--- config.mk ---
export PLATFORM = sky130hd
export DESIGN_NAME = mscr_startup_regs
export DESIGN_NICKNAME = d
export VERILOG_FILES = /design/src/mscr_pkg.sv /design/src/mscr_startup_regs.sv
export SDC_FILE = /design/constraint.sdc
export NUM_CORES = 1
export LEC_CHECK = 0
export BUFFER_PORTS_ARGS = -buffer_cell sky130_fd_sc_hd__buf_2
export CAP_MARGIN = 5
export CELL_PAD_IN_SITES_DETAIL_PLACEMENT = 0
export CELL_PAD_IN_SITES_GLOBAL_PLACEMENT = 2
export CORE_MARGIN = 1
export CORE_UTILIZATION = 33
export DETAILED_ROUTE_END_ITERATION = 8
export PLACE_DENSITY = 0.78
export SYNTH_ARGS = -nofsm -noshare
export SYNTH_HDL_FRONTEND = slang
export SYNTH_SLANG_ARGS = --single-unit
--- constraint.sdc ---
create_clock -name ref_clk -period 2.15 [get_ports ref_clk]
set_clock_uncertainty 0.1 [all_clocks]
set_input_delay 0.215 -clock ref_clk [delete_from_list [all_inputs] [get_ports ref_clk]]
set_output_delay 0.215 -clock ref_clk [all_outputs]
set_load 0.05 [all_outputs]
--- src/mscr_pkg.sv ---
/*
  Constants for the motor start-up configuration register bank.
  Assumes a single 125 MHz clock domain and a 32-bit word-addressed bus.
*/
package mscr_pkg;

  // ----------------------------------------------------------------
  // Bus geometry
  // ----------------------------------------------------------------
  localparam int unsigned ADDR_W = 12;
  localparam int unsigned DATA_W = 32;

  // ----------------------------------------------------------------
  // Register indices; the slave port is word-addressed, so address = index
  // ----------------------------------------------------------------
  localparam logic [ADDR_W-1:0] IDX_STARTUP_ONE  = 12'h085;
  localparam logic [ADDR_W-1:0] IDX_STARTUP_TWO  = 12'h086;
  localparam logic [ADDR_W-1:0] IDX_STARTUP_STAT = 12'h087;
  localparam logic [ADDR_W-1:0] ADR_STARTUP_ONE  = IDX_STARTUP_ONE;
  localparam logic [ADDR_W-1:0] ADR_STARTUP_TWO  = IDX_STARTUP_TWO;
  localparam logic [ADDR_W-1:0] ADR_STARTUP_STAT = IDX_STARTUP_STAT;

  // ----------------------------------------------------------------
  // Reset values
  // ----------------------------------------------------------------
  localparam logic [5:0]        RST_STARTUP_ONE = 6'h00;
  localparam logic [DATA_W-1:0] RST_STARTUP_TWO = 32'h0000_0000;

  // ----------------------------------------------------------------
  // Field positions of startup_config_one
  // ----------------------------------------------------------------
  localparam int unsigned ONE_W          = 6;
  localparam int unsigned POS_REPEAT_LO  = 4;
  localparam int unsigned POS_REPEAT_HI  = 5;
  localparam int unsigned POS_LIMIT_SRC  = 3;
  localparam int unsigned POS_RAMPDOWN   = 2;
  localparam int unsigned POS_ACT_BRAKE  = 1;
  localparam int unsigned POS_REV_PROF   = 0;

  // ----------------------------------------------------------------
  // Field positions of startup_config_two
  // ----------------------------------------------------------------
  localparam int unsigned POS_OL_CAP_LO  = 27;
  localparam int unsigned POS_OL_CAP_HI  = 30;
  localparam int unsigned POS_A1_LO      = 23;
  localparam int unsigned POS_A1_HI      = 26;
  localparam int unsigned POS_A2_LO      = 19;
  localparam int unsigned POS_A2_HI      = 22;

  // ----------------------------------------------------------------
  // Field positions of the status word
  // ----------------------------------------------------------------
  localparam int unsigned POS_ST_CAP_LO  = 0;
  localparam int unsigned POS_ST_CAP_HI  = 3;
  localparam int unsigned POS_ST_A1_LO   = 4;
  localparam int unsigned POS_ST_A1_HI   = 7;
  localparam int unsigned POS_ST_A2_LO   = 8;
  localparam int unsigned POS_ST_A2_HI   = 11;
  localparam int unsigned POS_ST_CNT_LO  = 12;
  localparam int unsigned POS_ST_CNT_HI  = 14;
  localparam int unsigned POS_ST_RSVD    = 15;

  // Highest legal open-loop current code; Eh and Fh are reserved
  localparam logic [3:0] CAP_CODE_MAX = 4'hd;

endpackage

--- src/mscr_startup_regs.sv ---
/*
  Start-up configuration register bank with an Avalon-MM slave port.
  Holds the probe, limit-source, ramp-down, braking and reverse-drive
  controls plus the second start-up word, and drives the resolved
  settings to the start-up sequencer. Assumes the sequencer and the
  general current setting live on the same clock.
*/
`timescale 1ns/1ps
`default_nettype none

module mscr_startup_regs
  import mscr_pkg::*;
(
  input  wire logic                       ref_clk,
  input  wire logic                       reset_n,
  input  wire logic [mscr_pkg::ADDR_W-1:0] avs_address,
  input  wire logic                       avs_read,
  input  wire logic                       avs_write,
  input  wire logic [mscr_pkg::DATA_W-1:0] avs_writedata,
  input  wire logic [3:0]                 avs_byteenable,
  output logic      [mscr_pkg::DATA_W-1:0] avs_readdata,
  output logic                            avs_waitrequest,
  input  wire logic [3:0]                 generalCurrentCap,
  input  wire logic                       reverseDriveActive,
  input  wire logic [3:0]                 revOpenLoopCurrent,
  input  wire logic [3:0]                 revAccelLinearCoef,
  input  wire logic [3:0]                 revAccelQuadCoef,
  output logic      [2:0]                 probeRunCount,
  output logic                            probeAverageOn,
  output logic      [3:0]                 openLoopCurrentCap,
  output logic      [3:0]                 accelLinearCoef,
  output logic      [3:0]                 accelQuadCoef,
  output logic                            torqueRampdownOn,
  output logic                            activeBrakeOn
);

  // ----------------------------------------------------------------
  // Storage and bus state
  // ----------------------------------------------------------------
  logic [ONE_W-1:0]  cfgOne_r;
  logic [DATA_W-1:0] cfgTwo_r;
  logic              waitReq_r;
  logic [DATA_W-1:0] readData_r;
  logic              reservedCap_r;
  logic              request;
  logic              accept;
  logic [DATA_W-1:0] statusWord;
  logic [DATA_W-1:0] readMux;

  // Byte-lane merge of write data into an old word
  function automatic logic [DATA_W-1:0] merge_lanes(input logic [DATA_W-1:0] oldVal,
                                                    input logic [DATA_W-1:0] newVal,
                                                    input logic [3:0]        lanes);
    logic [DATA_W-1:0] res;
    res = oldVal;
    for (int i = 0; i < 4; i++) begin
      if (lanes[i]) begin
        res[i*8 +: 8] = newVal[i*8 +: 8];
      end
    end
    return res;
  endfunction

  // ----------------------------------------------------------------
  // Elaboration checks
  // ----------------------------------------------------------------
  // Lane merge and status layout assume one word of four byte lanes
  if (DATA_W != 32) begin : g_width_check
    $error("start-up register bank needs a 32-bit data word");
  end
  // Register map needs room for the highest word address
  if (ADDR_W < 8) begin : g_addr_check
    $error("start-up register bank needs at least 8 address bits");
  end
  // Stored control bits must cover every field of the first word
  if (ONE_W <= POS_REPEAT_HI) begin : g_one_check
    $error("first start-up word narrower than its fields");
  end
  // Open-loop cap field must sit inside the second word
  if (POS_OL_CAP_HI >= DATA_W) begin : g_two_check
    $error("open-loop cap field outside the second word");
  end

  // ----------------------------------------------------------------
  // Avalon-MM handshake
  // ----------------------------------------------------------------
  // One wait state: request seen, answer next cycle with waitrequest low
  // A request withdrawn during its wait state is simply dropped
  assign request = (avs_read || avs_write) && waitReq_r;
  assign accept  = (avs_read || avs_write) && !waitReq_r;

  // Wait-request sequencing
  always_ff @(posedge ref_clk or negedge reset_n) begin
    if (!reset_n) begin
      waitReq_r <= 1'b1;
    end else if (request) begin
      waitReq_r <= 1'b0;
    end else begin
      waitReq_r <= 1'b1;
    end
  end

  // Status word showing the resolved settings
  always_comb begin
    statusWord = '0;
    statusWord[POS_ST_CAP_HI:POS_ST_CAP_LO] = openLoopCurrentCap;
    statusWord[POS_ST_A1_HI:POS_ST_A1_LO]   = accelLinearCoef;
    statusWord[POS_ST_A2_HI:POS_ST_A2_LO]   = accelQuadCoef;
    statusWord[POS_ST_CNT_HI:POS_ST_CNT_LO] = probeRunCount;
    statusWord[POS_ST_RSVD]                 = reservedCap_r;
  end

  // Read decode; unmapped addresses read zero
  always_comb begin
    readMux = '0;
    unique case (avs_address)
      ADR_STARTUP_ONE:  readMux[ONE_W-1:0] = cfgOne_r;
      ADR_STARTUP_TWO:  readMux = cfgTwo_r;
      ADR_STARTUP_STAT: readMux = statusWord;
      default:          readMux = '0;
    endcase
  end

  // Read data captured when the answer is prepared
  always_ff @(posedge ref_clk or negedge reset_n) begin
    if (!reset_n) begin
      readData_r <= '0;
    end else if (request && avs_read) begin
      readData_r <= readMux;
    end
  end

  // ----------------------------------------------------------------
  // Register writes
  // ----------------------------------------------------------------
  // First start-up word, low control bits only
  always_ff @(posedge ref_clk or negedge reset_n) begin
    if (!reset_n) begin
      cfgOne_r <= RST_STARTUP_ONE;
    end else if (accept && avs_write && avs_address == ADR_STARTUP_ONE && avs_byteenable[0]) begin
      cfgOne_r <= avs_writedata[ONE_W-1:0];
    end
  end

  // Second start-up word, every bit read-write
  always_ff @(posedge ref_clk or negedge reset_n) begin
    if (!reset_n) begin
      cfgTwo_r <= RST_STARTUP_TWO;
    end else if (accept && avs_write && avs_address == ADR_STARTUP_TWO) begin
      cfgTwo_r <= merge_lanes(cfgTwo_r, avs_writedata, avs_byteenable);
    end
  end

  // ----------------------------------------------------------------
  // Resolved settings to the sequencer
  // ----------------------------------------------------------------
  // Probe repetition and averaging
  always_ff @(posedge ref_clk or negedge reset_n) begin
    if (!reset_n) begin
      probeRunCount  <= 3'h1;
      probeAverageOn <= 1'b0;
    end else begin
      probeRunCount  <= {1'b0, cfgOne_r[POS_REPEAT_HI:POS_REPEAT_LO]} + 3'h1;
      probeAverageOn <= cfgOne_r[POS_REPEAT_HI:POS_REPEAT_LO] != 2'h0;
    end
  end

  // Open-loop cap: reverse-drive profile first, then source select
  always_ff @(posedge ref_clk or negedge reset_n) begin
    if (!reset_n) begin
      openLoopCurrentCap <= 4'h0;
      reservedCap_r      <= 1'b0;
    end else if (reverseDriveActive && cfgOne_r[POS_REV_PROF]) begin
      openLoopCurrentCap <= revOpenLoopCurrent;
      reservedCap_r      <= 1'b0;
    end else if (cfgOne_r[POS_LIMIT_SRC]) begin
      openLoopCurrentCap <= generalCurrentCap;
      reservedCap_r      <= 1'b0;
    end else begin
      openLoopCurrentCap <= cfgTwo_r[POS_OL_CAP_HI:POS_OL_CAP_LO];
      reservedCap_r      <= cfgTwo_r[POS_OL_CAP_HI:POS_OL_CAP_LO] > CAP_CODE_MAX;
    end
  end

  // Acceleration coefficients, forward or reverse profile
  always_ff @(posedge ref_clk or negedge reset_n) begin
    if (!reset_n) begin
      accelLinearCoef <= 4'h0;
      accelQuadCoef   <= 4'h0;
    end else if (reverseDriveActive && cfgOne_r[POS_REV_PROF]) begin
      accelLinearCoef <= revAccelLinearCoef;
      accelQuadCoef   <= revAccelQuadCoef;
    end else begin
      accelLinearCoef <= cfgTwo_r[POS_A1_HI:POS_A1_LO];
      accelQuadCoef   <= cfgTwo_r[POS_A2_HI:POS_A2_LO];
    end
  end

  // Ramp-down and braking enables
  always_ff @(posedge ref_clk or negedge reset_n) begin
    if (!reset_n) begin
      torqueRampdownOn <= 1'b0;
      activeBrakeOn    <= 1'b0;
    end else begin
      torqueRampdownOn <= cfgOne_r[POS_RAMPDOWN];
      activeBrakeOn    <= cfgOne_r[POS_ACT_BRAKE];
    end
  end

  // Bus outputs straight from their flip-flops
  assign avs_waitrequest = waitReq_r;
  assign avs_readdata    = readData_r;

endmodule

`default_nettype wire

==> impl_metrics.toml <==
[power]
power.share.switching_pct = 24.2
internal_power_uw = 2270
clock_power_share_pct = 35.3
cellPowerDensity_nw_per_um2 = 590
power_uw = 2990
power.combinational.fraction_pct = 7.9
worst_ir_drop_on_vdd_mv = 0.276
leakagePower_uw = 0.00277
power.share.sequential_pct = 56.8
power.net_switching_uw = 726

[finish]
final_non_filler_cell_area_um2 = 5070
area_growth_syn_to_layout_pct = 41.3
final_cell_mix = "118 x sky130_fd_sc_hd__buf_2, 88 x sky130_fd_sc_hd__dfrtp_1, 46 x sky130_fd_sc_hd__mux2_2, 42 x sky130_fd_sc_hd__dlygate4sd3_1, 20 x sky130_fd_sc_hd__buf_4"
antenna_cells_inserted = 0
design.final.nets = 501
mostFrequentLayoutCell = "sky130_fd_sc_hd__buf_2"
final_layout_size_suffix_gt1_share_pct = 47.8

[drt]
drt-initial-drc-count = 74
ant_nets = 0
post_drt_wl_per_cell_um = 16.2
vias = 2746
remaining_drc_errors = 0
post_drt_via_cell_ratio = 4.81
detail_route.first_pass.iterations = 4
routed_wire_length_um = 9240

[worst_setup_path]
critical_path.reg2reg.endpoint = "cfgTwo_r[1]$_DFFE_PN0P_"
r2r_cells = 4
reg2reg_slack_ns = 0.38
critical_path.endpoint = "cfgTwo_r[1]$_DFFE_PN0P_"
worstReg2RegStart = "avs_waitrequest$_DFF_PN1_"
startpoint_type = "input port"
setup.worst_path.end_class = "flop"
timing.critical_path.from = "avs_write"
crit_required_ns = 2.29
crit_fanout = 5
path_class = "in2reg"
timing.critical_path.arrival_ns = 2.04

[outcome]
status = "completed"

[die]
initial_core_util_pct = 34.5
floorplan.io_pins = 120
die_area_um2 = 11300
design.core.area_um2 = 10400
floorplan.die.height_um = 106
placementRows = 37
floorplan.die.width_um = 106

[job]
max-cap-violations = 0

[clocking]
cts_buffer_depth = 2
cts_max_level = 3
clk_root_buffer_cell = "sky130_fd_sc_hd__clkbuf_8"
clock_sink_count = 90
cts_hold_buffers = 42
cts_buffers = 9
clkSlewWorstSetupHoldPaths_ns = 0.09
cts.repair_timing.setup_buffer_count = 0
worstSkewPairLatency_ns = 0.35
cts_repair_resize_count = 0
clock_tree_from_tritoncts = "built"

[placement]
placement.cell_area_um2 = 4480
dp_hpwl_um = 6600
preCtsSetupSlack_ns = -0.130
place.port_buffers = 119
gp_routability_congestion = 0.724

[timing]
final.hold.worst_slack_ns = 0.0258
finalSetupViolCount = 0
slew-limit-headroom_pct = 65.1
period_share_pct = 88.4
layout_setup_ws_ns = 0.250
slew_viol_final = 0
final_hold_viol_count = 0
fmaxAchievable_ghz = 0.526
worst_pin_slew_ns = 0.524
period_minus_slack_ns = 1.90
rsz0062_at_grt = "false"

[global_routing]
grt_max_degree = 45
grt_usage_pct = 17.7
grt_pass1_wl_um = 15100
overflow = 0
initial_antenna_violation_count = 0
grt_pass1_vias = 2895

[synth]
synth_cells = 251
yosys_warnings = 0
synth_seq_cells = 90
ys_seq_area_share_pct = 62.8
post_synth.cell_area_avg_um2 = 14.3
synthesis.nets = 322
syn-cell-area_um2 = 3590
synthDistinctLibCells = 33

[min_path]
worst_hold_path_type = "in2reg"
metrics by stage:
| stage | std cells | utilization, % | setup TNS [ns] |
|---|---|---|---|
| finish | 571 | 48.7 | 0 |
| global route | 571 | 48.7 | 0 |
| CTS | 571 | 48.7 | 0 |
| detailed placement | 513 | 43.0 | -2.11 |
| global placement | 513 | 43.0 | -1.46 |
| floorplan | 251 | - | 0 |
critical path: stages:
cell                            delay (ns)
sky130_fd_sc_hd__dlygate4sd3_1        0.54
sky130_fd_sc_hd__buf_2                0.11
sky130_fd_sc_hd__nor2b_1              0.38
sky130_fd_sc_hd__and4_1               0.31
sky130_fd_sc_hd__buf_4                0.15
sky130_fd_sc_hd__mux2_2               0.33
power groups by stage:
| stage | sequential (uW) | clock, uW | combinational (uW) |
|---|---|---|---|
| global placement | 1730 | 0 | 178 |
| detailed placement | 1730 | 0 | 179 |
| finish | 1700 | 1060 | 236 |
| global route | 1700 | 1170 | 261 |
| floorplan | 1740 | 0 | 36.6 |
| CTS | 1700 | 1100 | 241 |
sequential cells by signal, indices dropped and copies added, names as in the netlist, 3 cells and up:
name	cells
cfgOne_r	6
probeRunCount	3
avs_readdata	32
cfgTwo_r	32
openLoopCurrentCap	4
accelQuadCoef	4
accelLinearCoef	4
metal layers:
layer  up-vias  track usage, %  part of all wire [%]  wire (um)
met3         9            2.82                   3.6        334
met5         -               0                     0          0
met2        63            29.0                    49       4530
met1      1382            23.7                    46       4260
li1       1292               -                     -          -
met4         0            6.25                   1.2        108
logic make-up after synthesis:
kind of cell,count (synthesis),synth area share (%)
compound gates,59,13.1
fa+ha+maj,2,0.697
buf+inv,17,2.16
flops,90,62.8
mux,50,15.5
simple gates,33,5.68
synthesized netlist by cell type:
library cell / number / area share, %
sky130_fd_sc_hd__nor4_1: 1 / 0.17
sky130_fd_sc_hd__a221oi_1: 1 / 0.24
sky130_fd_sc_hd__nand4_1: 1 / 0.17
sky130_fd_sc_hd__nor2_1: 5 / 0.52
sky130_fd_sc_hd__or4b_1: 1 / 0.28
sky130_fd_sc_hd__nand3_1: 1 / 0.14
sky130_fd_sc_hd__nor3_4: 1 / 0.45
sky130_fd_sc_hd__a2bb2oi_1: 5 / 1.2
sky130_fd_sc_hd__clkbuf_1: 8 / 0.84
sky130_fd_sc_hd__nor3_1: 1 / 0.14
sky130_fd_sc_hd__o2111ai_1: 1 / 0.24
sky130_fd_sc_hd__a32o_1: 10 / 2.8
sky130_fd_sc_hd__inv_1: 3 / 0.31
sky130_fd_sc_hd__o21ai_0: 6 / 0.84
sky130_fd_sc_hd__buf_4: 3 / 0.63
sky130_fd_sc_hd__or4_1: 1 / 0.21
sky130_fd_sc_hd__mux2_2: 46 / 14
sky130_fd_sc_hd__nor2b_1: 3 / 0.52
sky130_fd_sc_hd__a22o_1: 16 / 3.9
sky130_fd_sc_hd__buf_2: 2 / 0.28
sky130_fd_sc_hd__nand2_1: 11 / 1.1
sky130_fd_sc_hd__nand4_2: 3 / 1.0
sky130_fd_sc_hd__a21o_1: 10 / 2.1
sky130_fd_sc_hd__a22oi_1: 6 / 1.3
sky130_fd_sc_hd__buf_1: 1 / 0.10
sky130_fd_sc_hd__nor3b_1: 1 / 0.21
sky130_fd_sc_hd__mux2i_1: 4 / 1.1
sky130_fd_sc_hd__ha_1: 2 / 0.70
sky130_fd_sc_hd__nand2b_1: 1 / 0.17
sky130_fd_sc_hd__dfstp_2: 2 / 1.5
sky130_fd_sc_hd__and4_1: 2 / 0.49
sky130_fd_sc_hd__a21oi_1: 4 / 0.56
sky130_fd_sc_hd__dfrtp_1: 88 / 61
worst min path at each step:
stage	slack (ns)	to	depth (start not counted)	start
finish	0.03	openLoopCurrentCap[3]$_DFF_PN0_	3	revOpenLoopCurrent[3]
global route	0.01	openLoopCurrentCap[3]$_DFF_PN0_	3	revOpenLoopCurrent[3]
CTS	0.005	openLoopCurrentCap[3]$_DFF_PN0_	3	revOpenLoopCurrent[3]
detailed placement	0.08	avs_readdata[13]$_DFFE_PN0P_	1	reset_n
global placement	0.08	avs_readdata[11]$_DFFE_PN0P_	1	reset_n
floorplan	-0.18	accelLinearCoef[0]$_DFF_PN0_	0	reset_n
layout make-up:
class                   instances  area, um2
clock buffers                  10        138
clock inverters                 6       41.3
fillers                       957       5340
inverters                       3       11.3
multi-input cells             144       1260
flip-flops and latches         90       2250
well taps                     136        170
repair buffers                182       1200
No activity file was read; power rests on OpenSTA's default activity.
